<file path="config.mk">
export PLATFORM = sky130hd
export DESIGN_NAME = fsps_seq
export DESIGN_NICKNAME = d
export VERILOG_FILES = /design/src/core/fsps_pkg.sv /design/src/core/fsps_seq.sv
export VERILOG_INCLUDE_DIRS = /design/src /design/src/core
export SDC_FILE = /design/constraint.sdc
export NUM_CORES = 2
export LEC_CHECK = 0
export BUFFER_PORTS_ARGS = -buffer_cell sky130_fd_sc_hd__buf_2
export CAP_MARGIN = 20
export CORE_ASPECT_RATIO = 0.6
export CORE_MARGIN = 3
export CORE_UTILIZATION = 50
export CTS_CLUSTER_DIAMETER = 50
export DETAILED_ROUTE_END_ITERATION = 7
export GPL_TIMING_DRIVEN = 1
export HOLD_SLACK_MARGIN = 0.08
export PLACE_DENSITY = 0.76
export SLEW_MARGIN = 5
export SYNTH_ARGS = -nofsm -noshare
export SYNTH_HDL_FRONTEND = slang
export SYNTH_SLANG_ARGS = --single-unit
</file>
<file path="constraint.sdc">
create_clock -name clk_sys -period 2.7 [get_ports clk_sys]
set_input_delay 0.54 -clock clk_sys [delete_from_list [all_inputs] [get_ports clk_sys]]
set_output_delay 0.54 -clock clk_sys [all_outputs]
set_load 0.02 [all_outputs]
</file>
<file path="src/core/fsps_params.svh">
// register offsets, field positions, reset values and timing counts for the sequencer
`ifndef FSPS_PARAMS_SVH
`define FSPS_PARAMS_SVH
`define FSPS_CTRL_OFS      12'h000
`define FSPS_ZPTR_OFS      12'h004
`define FSPS_DATA_OFS      12'h008
`define FSPS_CMD_OFS       12'h00c
`define FSPS_STAT_OFS      12'h010
`define FSPS_BUF_OFS       12'h100
`define FSPS_CTRL_RST      8'h00
`define FSPS_BIT_EN        0
`define FSPS_BIT_ERS       1
`define FSPS_BIT_WRT       2
`define FSPS_BIT_REEN      4
`define FSPS_BIT_BUSY      6
`define FSPS_BIT_IE        7
`define FSPS_PAT_LOAD      5'h01
`define FSPS_PAT_ERASE     5'h03
`define FSPS_PAT_WRITE     5'h05
`define FSPS_PAT_REEN      5'h11
`define FSPS_PAT_LOCK      5'h09
`define FSPS_ARM_CYC       3'h4
`define FSPS_WORD_W        6
`define FSPS_PAGE_W        7
`define FSPS_WORDS         64
`define FSPS_RWW_PAGES     7'h70
`define FSPS_OP_NS         2000
`define FSPS_CLK_NS        8
`define FSPS_OP_CYC        ((`FSPS_OP_NS) / (`FSPS_CLK_NS))
`endif

</file>
<file path="src/core/fsps_pkg.sv">
// types shared by the self-program sequencer
package fsps_pkg;
  typedef enum logic [1:0] {
    FSPS_IDLE,
    FSPS_ARMED,
    FSPS_BUSY
  } fsps_state_t;
  typedef enum logic [1:0] {
    FSPS_OP_NONE,
    FSPS_OP_LOAD,
    FSPS_OP_ERASE,
    FSPS_OP_WRITE
  } fsps_op_t;
endpackage : fsps_pkg

</file>
<file path="src/core/fsps_seq.sv">
// flash self-program sequencer with AHB-Lite register slave
// What this block does
// - buffer loads one word per store
// - buffer words accepted in any order
// - erase pattern plus store within four clocks
// - erase halts core only outside region
// - load pattern stores data pair at word
// - buffer clears after write, reenable, reset
// - eeprom write discards loaded buffer words
// - write pattern plus store programs page
// - write halts core only outside region
// - irq level while enabled and idle
// - region reads blocked during region erase/write
// - busy flag held while region blocked
// - reenable bit clears busy, unblocks reads
// - enable bit clears on done or timeout
// - other control patterns are ignored
// - reenable during loading drops buffer data
// - starting a page load clears busy
//
// The register addresses and the AHB-Lite interface to the registers were chosen for this implementation.
`timescale 1ns/100ps
`include "fsps_params.svh"
module fsps_seq (
  input  wire logic        clk_sys,
  input  wire logic        rst_b,
  input  wire logic        hsel,
  input  wire logic [31:0] haddr,
  input  wire logic [1:0]  htrans,
  input  wire logic        hwrite,
  input  wire logic [2:0]  hsize,
  input  wire logic [31:0] hwdata,
  input  wire logic        hready,
  output logic             hreadyout,
  output logic             hresp,
  output logic [31:0]      hrdata,
  input  wire logic        eeprom_write,
  output logic             store_done_irq,
  output logic             cpu_halt,
  output logic             rw_region_read_block,
  output logic             flash_erase_req,
  output logic             flash_write_req,
  output logic [6:0]       flash_page
);
  import fsps_pkg::*;

  fsps_state_t        state;
  fsps_op_t           op;
  logic [7:0]         ctrl;
  logic               busy_flag;
  logic [15:0]        zptr;
  logic [15:0]        data_pair;
  logic [2:0]         arm_cnt;
  logic [15:0]        op_cnt;
  logic [15:0]        buf_mem [`FSPS_WORDS];
  logic [`FSPS_WORDS-1:0] buf_vld;
  logic               loading;
  logic               eep_s1;
  logic               eep_s2;
  logic               eep_d;
  logic               ap_wr;
  logic               ap_rd;
  logic [11:0]        ap_ofs;
  logic               dp_wr;
  logic [11:0]        dp_ofs;
  logic               ctrl_wr;
  logic               cmd_wr;
  logic [4:0]         pat;
  logic               buf_clear;
  logic               eep_pulse;
  logic [6:0]         cmd_page;
  logic               cmd_rww;
  logic               load_store;

  // decoded as a function so address and data phase share it
  function automatic logic is_ofs(input logic [11:0] a, input logic [11:0] o);
    is_ofs = (a == o);
  endfunction : is_ofs

  // address phase capture; ahb-lite zero wait, always okay
  assign ap_wr = hsel && hready && htrans[1] && hwrite;
  assign ap_rd = hsel && hready && htrans[1] && !hwrite;
  assign ap_ofs = haddr[11:0];
  always_ff @(posedge clk_sys or negedge rst_b) begin
    if (!rst_b) begin
      dp_wr  <= 1'b0;
      dp_ofs <= 12'h000;
    end else begin
      dp_wr  <= ap_wr;
      dp_ofs <= ap_ofs;
    end
  end

  always_ff @(posedge clk_sys or negedge rst_b) begin
    if (!rst_b) begin
      hreadyout <= 1'b0;
      hresp     <= 1'b0;
    end else begin
      hreadyout <= 1'b1;
      hresp     <= 1'b0;
    end
  end

  assign ctrl_wr = dp_wr && is_ofs(dp_ofs, `FSPS_CTRL_OFS);
  assign cmd_wr  = dp_wr && is_ofs(dp_ofs, `FSPS_CMD_OFS);
  assign pat     = hwdata[4:0];
  assign cmd_page = zptr[15:9];
  assign cmd_rww  = (zptr[15:9] < `FSPS_RWW_PAGES);
  // an armed store carrying the load pattern writes one buffer word
  assign load_store = (state == FSPS_ARMED) && cmd_wr && (ctrl[4:0] == `FSPS_PAT_LOAD);

  // eeprom write strobe arrives from another block: synchronise then edge detect
  always_ff @(posedge clk_sys or negedge rst_b) begin
    if (!rst_b) begin
      eep_s1 <= 1'b0;
      eep_s2 <= 1'b0;
      eep_d  <= 1'b0;
    end else begin
      eep_s1 <= eeprom_write;
      eep_s2 <= eep_s1;
      eep_d  <= eep_s2;
    end
  end
  assign eep_pulse = eep_s2 && !eep_d;

  // pointer and data pair as loaded by software
  always_ff @(posedge clk_sys or negedge rst_b) begin
    if (!rst_b) begin
      zptr      <= 16'h0000;
      data_pair <= 16'h0000;
    end else if (dp_wr && is_ofs(dp_ofs, `FSPS_ZPTR_OFS)) begin
      zptr <= hwdata[15:0];
    end else if (dp_wr && is_ofs(dp_ofs, `FSPS_DATA_OFS)) begin
      data_pair <= hwdata[15:0];
    end
  end

  // arming, command execution and completion sequencer
  always_ff @(posedge clk_sys or negedge rst_b) begin
    if (!rst_b) begin
      state   <= FSPS_IDLE;
      op      <= FSPS_OP_NONE;
      ctrl    <= `FSPS_CTRL_RST;
      arm_cnt <= 3'h0;
      op_cnt  <= 16'h0000;
    end else begin
      case (state)
        FSPS_IDLE: begin
          if (ctrl_wr) begin
            ctrl[`FSPS_BIT_IE] <= hwdata[`FSPS_BIT_IE];
            // only the five listed patterns arm the window
            if (pat == `FSPS_PAT_LOAD || pat == `FSPS_PAT_ERASE ||
                pat == `FSPS_PAT_WRITE || pat == `FSPS_PAT_REEN ||
                pat == `FSPS_PAT_LOCK) begin
              ctrl[4:0] <= pat;
              state     <= FSPS_ARMED;
              arm_cnt   <= `FSPS_ARM_CYC;
            end
          end
        end
        FSPS_ARMED: begin
          if (cmd_wr) begin
            if (ctrl[`FSPS_BIT_ERS] || ctrl[`FSPS_BIT_WRT]) begin
              state  <= FSPS_BUSY;
              op     <= ctrl[`FSPS_BIT_ERS] ? FSPS_OP_ERASE : FSPS_OP_WRITE;
              op_cnt <= 16'(`FSPS_OP_CYC);
            end else begin
              state     <= FSPS_IDLE;
              ctrl[4:0] <= 5'h00;
            end
          end else if (arm_cnt == 3'h1) begin
            state     <= FSPS_IDLE;
            ctrl[4:0] <= 5'h00;
          end else begin
            arm_cnt <= arm_cnt - 3'h1;
          end
        end
        FSPS_BUSY: begin
          // enable bit stays set until the flash operation ends
          if (op_cnt == 16'h0001) begin
            state     <= FSPS_IDLE;
            op        <= FSPS_OP_NONE;
            ctrl[4:0] <= 5'h00;
          end else begin
            op_cnt <= op_cnt - 16'h0001;
          end
        end
        default: state <= FSPS_IDLE;
      endcase
    end
  end

  // busy flag: set on region erase/write, cleared by reenable or a load
  always_ff @(posedge clk_sys or negedge rst_b) begin
    if (!rst_b) begin
      busy_flag <= 1'b0;
    end else if (state == FSPS_ARMED && cmd_wr &&
                 (ctrl[`FSPS_BIT_ERS] || ctrl[`FSPS_BIT_WRT]) && cmd_rww) begin
      busy_flag <= 1'b1;
    end else if (state == FSPS_ARMED && cmd_wr &&
                 (ctrl[4:0] == `FSPS_PAT_REEN || ctrl[4:0] == `FSPS_PAT_LOAD)) begin
      busy_flag <= 1'b0;
    end
  end

  // any clear of the page buffer; an armed store is needed for reenable
  assign buf_clear = (state == FSPS_BUSY && op == FSPS_OP_WRITE && op_cnt == 16'h0001) ||
                     (state == FSPS_ARMED && cmd_wr && ctrl[4:0] == `FSPS_PAT_REEN) ||
                     (eep_pulse && loading);

  // loading marks the span from first word until write or clear
  // a new word wins over a discard that falls in the same cycle
  always_ff @(posedge clk_sys or negedge rst_b) begin
    if (!rst_b) begin
      loading <= 1'b0;
    end else if (load_store) begin
      loading <= 1'b1;
    end else if (buf_clear) begin
      loading <= 1'b0;
    end
  end

  // page buffer words, one flop group per index, random order allowed
  genvar gi;
  generate
    for (gi = 0; gi < `FSPS_WORDS; gi++) begin : g_buf
      always_ff @(posedge clk_sys or negedge rst_b) begin
        if (!rst_b) begin
          buf_mem[gi] <= 16'hffff;
          buf_vld[gi] <= 1'b0;
        end else if (load_store && zptr[6:1] == `FSPS_WORD_W'(gi)) begin
          buf_mem[gi] <= data_pair;
          buf_vld[gi] <= 1'b1;
        end else if (buf_clear) begin
          buf_mem[gi] <= 16'hffff;
          buf_vld[gi] <= 1'b0;
        end
      end
    end
  endgenerate

  // outputs to the core and flash array; a store in idle falls through unused
  always_ff @(posedge clk_sys or negedge rst_b) begin
    if (!rst_b) begin
      store_done_irq       <= 1'b0;
      cpu_halt             <= 1'b0;
      rw_region_read_block <= 1'b0;
      flash_erase_req      <= 1'b0;
      flash_write_req      <= 1'b0;
      flash_page           <= 7'h00;
    end else begin
      store_done_irq <= ctrl[`FSPS_BIT_IE] && !ctrl[`FSPS_BIT_EN] && state != FSPS_BUSY;
      rw_region_read_block <= busy_flag;
      if (state == FSPS_ARMED && cmd_wr && (ctrl[`FSPS_BIT_ERS] || ctrl[`FSPS_BIT_WRT])) begin
        cpu_halt        <= !cmd_rww;
        flash_erase_req <= ctrl[`FSPS_BIT_ERS];
        flash_write_req <= ctrl[`FSPS_BIT_WRT];
        flash_page      <= cmd_page;
      end else if (state != FSPS_BUSY) begin
        cpu_halt        <= 1'b0;
        flash_erase_req <= 1'b0;
        flash_write_req <= 1'b0;
      end
    end
  end

  // read mux, registered for the data phase
  always_ff @(posedge clk_sys or negedge rst_b) begin
    if (!rst_b) begin
      hrdata <= 32'h0000_0000;
    end else if (ap_rd) begin
      if (is_ofs(ap_ofs, `FSPS_CTRL_OFS)) begin
        hrdata <= {24'h000000, ctrl[7], busy_flag, 1'b0, ctrl[4:0]};
      end else if (is_ofs(ap_ofs, `FSPS_ZPTR_OFS)) begin
        hrdata <= {16'h0000, zptr};
      end else if (is_ofs(ap_ofs, `FSPS_DATA_OFS)) begin
        hrdata <= {16'h0000, data_pair};
      end else if (is_ofs(ap_ofs, `FSPS_STAT_OFS)) begin
        hrdata <= {30'h0, loading, state == FSPS_BUSY};
      end else if (ap_ofs[11:8] == 4'h1) begin
        hrdata <= {15'h0, buf_vld[ap_ofs[7:2]], buf_mem[ap_ofs[7:2]]};
      end else begin
        hrdata <= 32'h0000_0000;
      end
    end
  end

  // checks on the sequencer; each guards one rule
  a_arm_timeout: assert property (@(posedge clk_sys) disable iff (!rst_b)
    (state == FSPS_ARMED && !cmd_wr && arm_cnt == 3'h1) |=> state == FSPS_IDLE)
    else $error("arm window did not expire");
  a_bad_pat: assert property (@(posedge clk_sys) disable iff (!rst_b)
    (state == FSPS_IDLE && ctrl_wr && pat == 5'h07) |=> state == FSPS_IDLE)
    else $error("bad pattern armed");
  a_busy_set: assert property (@(posedge clk_sys) disable iff (!rst_b)
    (state == FSPS_BUSY && op_cnt > 16'h0001 && busy_flag) |=> busy_flag)
    else $error("busy dropped during op");
  a_block_read: assert property (@(posedge clk_sys) disable iff (!rst_b)
    busy_flag |=> rw_region_read_block)
    else $error("region not blocked");
  a_irq_level: assert property (@(posedge clk_sys) disable iff (!rst_b)
    (state == FSPS_BUSY) |=> !store_done_irq)
    else $error("irq during op");
  a_buf_clear: assert property (@(posedge clk_sys) disable iff (!rst_b)
    (buf_clear && !load_store) |=> buf_vld == '0)
    else $error("buffer not cleared");
  a_load_word: assert property (@(posedge clk_sys) disable iff (!rst_b)
    load_store
      |=> buf_vld[$past(zptr[6:1])])
    else $error("word not loaded");
  a_idle_store: assert property (@(posedge clk_sys) disable iff (!rst_b)
    (state == FSPS_IDLE && cmd_wr) |=> !flash_erase_req && !flash_write_req)
    else $error("unarmed store acted");
  a_halt_no_read_while_write_region: assert property (@(posedge clk_sys) disable iff (!rst_b)
    (state == FSPS_ARMED && cmd_wr && ctrl[`FSPS_BIT_ERS] && !cmd_rww) |=> cpu_halt)
    else $error("core not halted");
  a_halt_write: assert property (@(posedge clk_sys) disable iff (!rst_b)
    (state == FSPS_ARMED && cmd_wr && ctrl[`FSPS_BIT_WRT] && !cmd_rww) |=> cpu_halt)
    else $error("core not halted for write");
  a_busy_rww: assert property (@(posedge clk_sys) disable iff (!rst_b)
    (state == FSPS_ARMED && cmd_wr && ctrl[`FSPS_BIT_ERS] && cmd_rww) |=> busy_flag)
    else $error("busy not set for region erase");
  a_reen_busy: assert property (@(posedge clk_sys) disable iff (!rst_b)
    (state == FSPS_ARMED && cmd_wr && ctrl[4:0] == `FSPS_PAT_REEN) |=> !busy_flag)
    else $error("reenable left busy set");
  a_load_busy: assert property (@(posedge clk_sys) disable iff (!rst_b)
    load_store |=> !busy_flag)
    else $error("load left busy set");
  a_en_hold: assert property (@(posedge clk_sys) disable iff (!rst_b)
    (state == FSPS_BUSY) |-> ctrl[`FSPS_BIT_EN])
    else $error("enable bit dropped during op");
  // covers for the main scenarios
  c_erase: cover property (@(posedge clk_sys) disable iff (!rst_b) flash_erase_req);
  c_write: cover property (@(posedge clk_sys) disable iff (!rst_b) flash_write_req);
  c_load: cover property (@(posedge clk_sys) disable iff (!rst_b) loading);
  c_timeout: cover property (@(posedge clk_sys) disable iff (!rst_b)
    state == FSPS_ARMED && arm_cnt == 3'h1 && !cmd_wr);
  c_reenable: cover property (@(posedge clk_sys) disable iff (!rst_b)
    state == FSPS_ARMED && cmd_wr && ctrl[4:0] == `FSPS_PAT_REEN);
endmodule : fsps_seq

</file>
==> metrics <==
Synthesis Warnings 0; post-synthesis sequential area ratio 0.541; Reg power frac 0.499; max-slew violations 0; critical path class flip-flop to flip-flop; most common cell after layout, fill and taps aside nor2_1; clock transition at the registers of the reported paths approximately 70 ps; Cell Pwr Density approximately 530 nW/µm²; clock sink count 1,197; Setup Total Neg Slack -33,100 ps; Post-synth EDFFs 0; Post-Synthesis Cell Area 57,700 µm²; crit end category flip-flop; worst slew pin tran 1160 ps; max_cap viols 0; Crit Reg-Reg Endpoint buf_mem[808]; CTS buffer count roughly 110; Tcrit/Tclk final 1.07; Top Ports 121; TritonRoute pass-1 iters 8; share of layout cells above drive strength 1 0.387; Die W 445 µm; async set-reset flop share out of synthesis 1.00; RSZ-0062 raised after global routing yes; Detail Route Antenna Nets 0; critical path data required time 3370 ps; clock share of power 0.447; final wirelength 211,000 µm; crit start category flip-flop; routed len/inst 28.2 µm; initial core utilization 0.510; most frequent cells in the layout nor2_1 (1,900), dfstp_2 (1,024), nor3_1 (698); GR Overflow Total 0; largest net degree at the start of global routing 107; syn_area_per_cell 10.3 µm²; Syn-to-layout area delta 19.6%; WHS Endpoint data_pair[6]; flop-to-flop setup slack -180 ps; synth top area cells dfstp_2 (47%), nor2_1 (12%), mux4_2 (12%), dfrtp_1 (7.5%), nor3_1 (6.7%); fin nets 5,962; minimum clock period after layout 2880 ps; fmax 347 MHz; post-DP HPWL approximately 140,000 µm; P_int about 28 mW; Core ar. roughly 110,000 µm²; Synth Instances around 5.6k; FF/Latch Area 31,300 µm²; CTS root buf clkbuf_16; drc violations 1; FF+latch count, synth about 1.2k; failing checks design-rule violations, negative setup slack; status finished with violations; Vias/cell 6.54; Final Skew 40.6 ps; Longest Clk Path Bufs 3; multi-input logic area ~25,000 µm²; Rows 95; final worst slack -180 ps; Synth area leader dfstp_2; leak pwr 29.1 nW; combinational power share 0.054; worst hold path stage count 2; utilization after layout 0.610; fillcell total 8,687; Primary FF master, synth dfstp_2; Tightest Hold Check Type primary input to flip-flop; R2R depth 11; Peak VDD IR about 0.5 mV; routability cong. 1.04; Final setup violation count roughly 780; DRT iter0 DRCs 7,425; sw frac 0.239; number of global-route vias before repair 46.9k; CTS tree yes; area of the die 120,000 µm²; via count between 40k and 50k; met1 Use GR 0.475; total net switching power 8.73 mW; r2r startpoint op_cnt[5]; first-pass GRT wire length 305,000 µm; IO buf count 64; Total GRT Usage 0.337; Hold Path Origin hwdata[6]; area share of the largest cell type after synthesis 0.466; Max-slew headroom 0.229; WP data arrival 3550 ps; met2 global-route usage 0.452; Final Hold Fails 0; clock latency on the worst-skew pair 760 ps; gr busiest metal met1; GR Util met3 0.172; H-Tree Depth 3; Yosys cell types 75; CP max FO 7; number of antenna violations at the first check in global routing 17; chip height ~270 µm
final cells by class:
cell class / instances / share of cell area
clock inverter: 59 / 0.00963
antenna: 6 / 0.000218
tap: 1503 / 0.0273
multi-input combinational: 3927 / 0.365
clock buffer: 138 / 0.0433
timing repair buffer: 631 / 0.101
sequential: 1197 / 0.453
inverter: 16 / 0.000907
power by group through the flow:
stage | Sequential (mW) | Combinational [mW] | Clock (mW)
5_1_grt | 18.2 | 2.05 | 17.0
6_report | 18.2 | 1.97 | 16.3
3_5_place_dp | 18.5 | 1.88 | 0
4_1_cts | 18.2 | 1.90 | 16.3
3_3_place_gp | 18.5 | 1.86 | 0
2_1_floorplan | 18.4 | 0.853 | 0
worst max path at each step:
stage | startpoint | to | slack [ps] | cells after the start
after floorplan | op_cnt[9] | ctrl[0] | -310 | 8
after global placement | haddr[2] | hrdata[4] | -700 | 9
after detailed placement | haddr[2] | hrdata[4] | -720 | 9
after CTS | op_cnt[9] | ctrl[0] | -210 | 6
after global routing | op_cnt[5] | buf_mem[808] | -230 | 11
final | op_cnt[5] | buf_mem[808] | -180 | 11
layer usage:
layer  vias to the layer above  part of all wire
li1                      20000                 -
met1                     24600              0.38
met2                      3671              0.40
met3                       615              0.18
met4                        22             0.035
met5                         -            0.0018
cells in the mapped netlist, drive strengths merged, types with 3 or more instances:
library cell  count
nor2           1906
dfstp          1024
nor3            768
clkbuf          345
mux4            308
a2bb2oi         257
nand2           251
dfrtp           173
buf             156
mux2             47
a21oi            45
nand3            36
mux2i            30
a22oi            25
o21ai            24
nand4            20
inv              16
nor2b            16
or3              14
nand2b           12
a221oi           11
o221ai           10
a32oi             9
ha                9
nor4              8
a211oi            7
and3              7
a22o              6
a31oi             6
and4              6
o22ai             6
o31ai             6
or2               5
a21boi            4
and2              4
and2b             4
or4               4
a221o             3
nor3b             3
nor4b             3
xor2              3
metrics by stage:
step           setup WS, ps  cell area (µm²)  total power [mW]  instances  hold slack (ps)
2_1_floorplan          -309            57800              19.3       5640              244
3_3_place_gp           -699            63300              20.3       7204              347
3_5_place_dp           -723            63300              20.4       7204              337
4_1_cts                -212            67300              36.5       7426             92.9
5_1_grt                -231            69000              37.3       7472              102
6_report               -180            69000              36.5       7477              117
timing repair:
action	4_1_cts	5_1_grt
hold buffers	15	0
gates resized for setup	16	168
pin swaps	5	146
setup buffers	4	14
endpoints found under the setup margin	760	1100
endpoints found under the hold margin	41	0
gates cloned	6	30
logic make-up after synthesis:
logic type               synth area share
adder cells (fa/ha/maj)           0.00213
other                            0.000130
flip-flops                          0.541
AND/OR/NAND/NOR                     0.224
buffers and inverters              0.0365
multiplexers                        0.135
AO/OA/AOI/OAI                      0.0607
XOR/XNOR                         0.000455
worst max-delay path, stage by stage (launching register included):
cell	delay (ps)
dfrtp_1	400
or4_4	570
nor3b_2	190
buf_4	140
nand4_1	220
o221ai_4	350
buf_12	220
clkbuf_16	220
buf_12	150
clkbuf_16	190
nor3_1	60
nor2_1	90
state kept, by name, indices dropped and copies added (netlist names):
register,flops
data_pair,16
dp_wr,1
hreadyout,1
dp_ofs,12
buf_vld,64
flash_erase_req,1
op_cnt,16
state,2
eep_s2,1
op,2
cpu_halt,1
flash_write_req,1
rw_region_read_block,1
hrdata,17
arm_cnt,3
busy_flag,1
eep_d,1
zptr,16
loading,1
store_done_irq,1
ctrl,6
eep_s1,1
flash_page,7
buf_mem,1024
(Power assumes the default switching activity.)
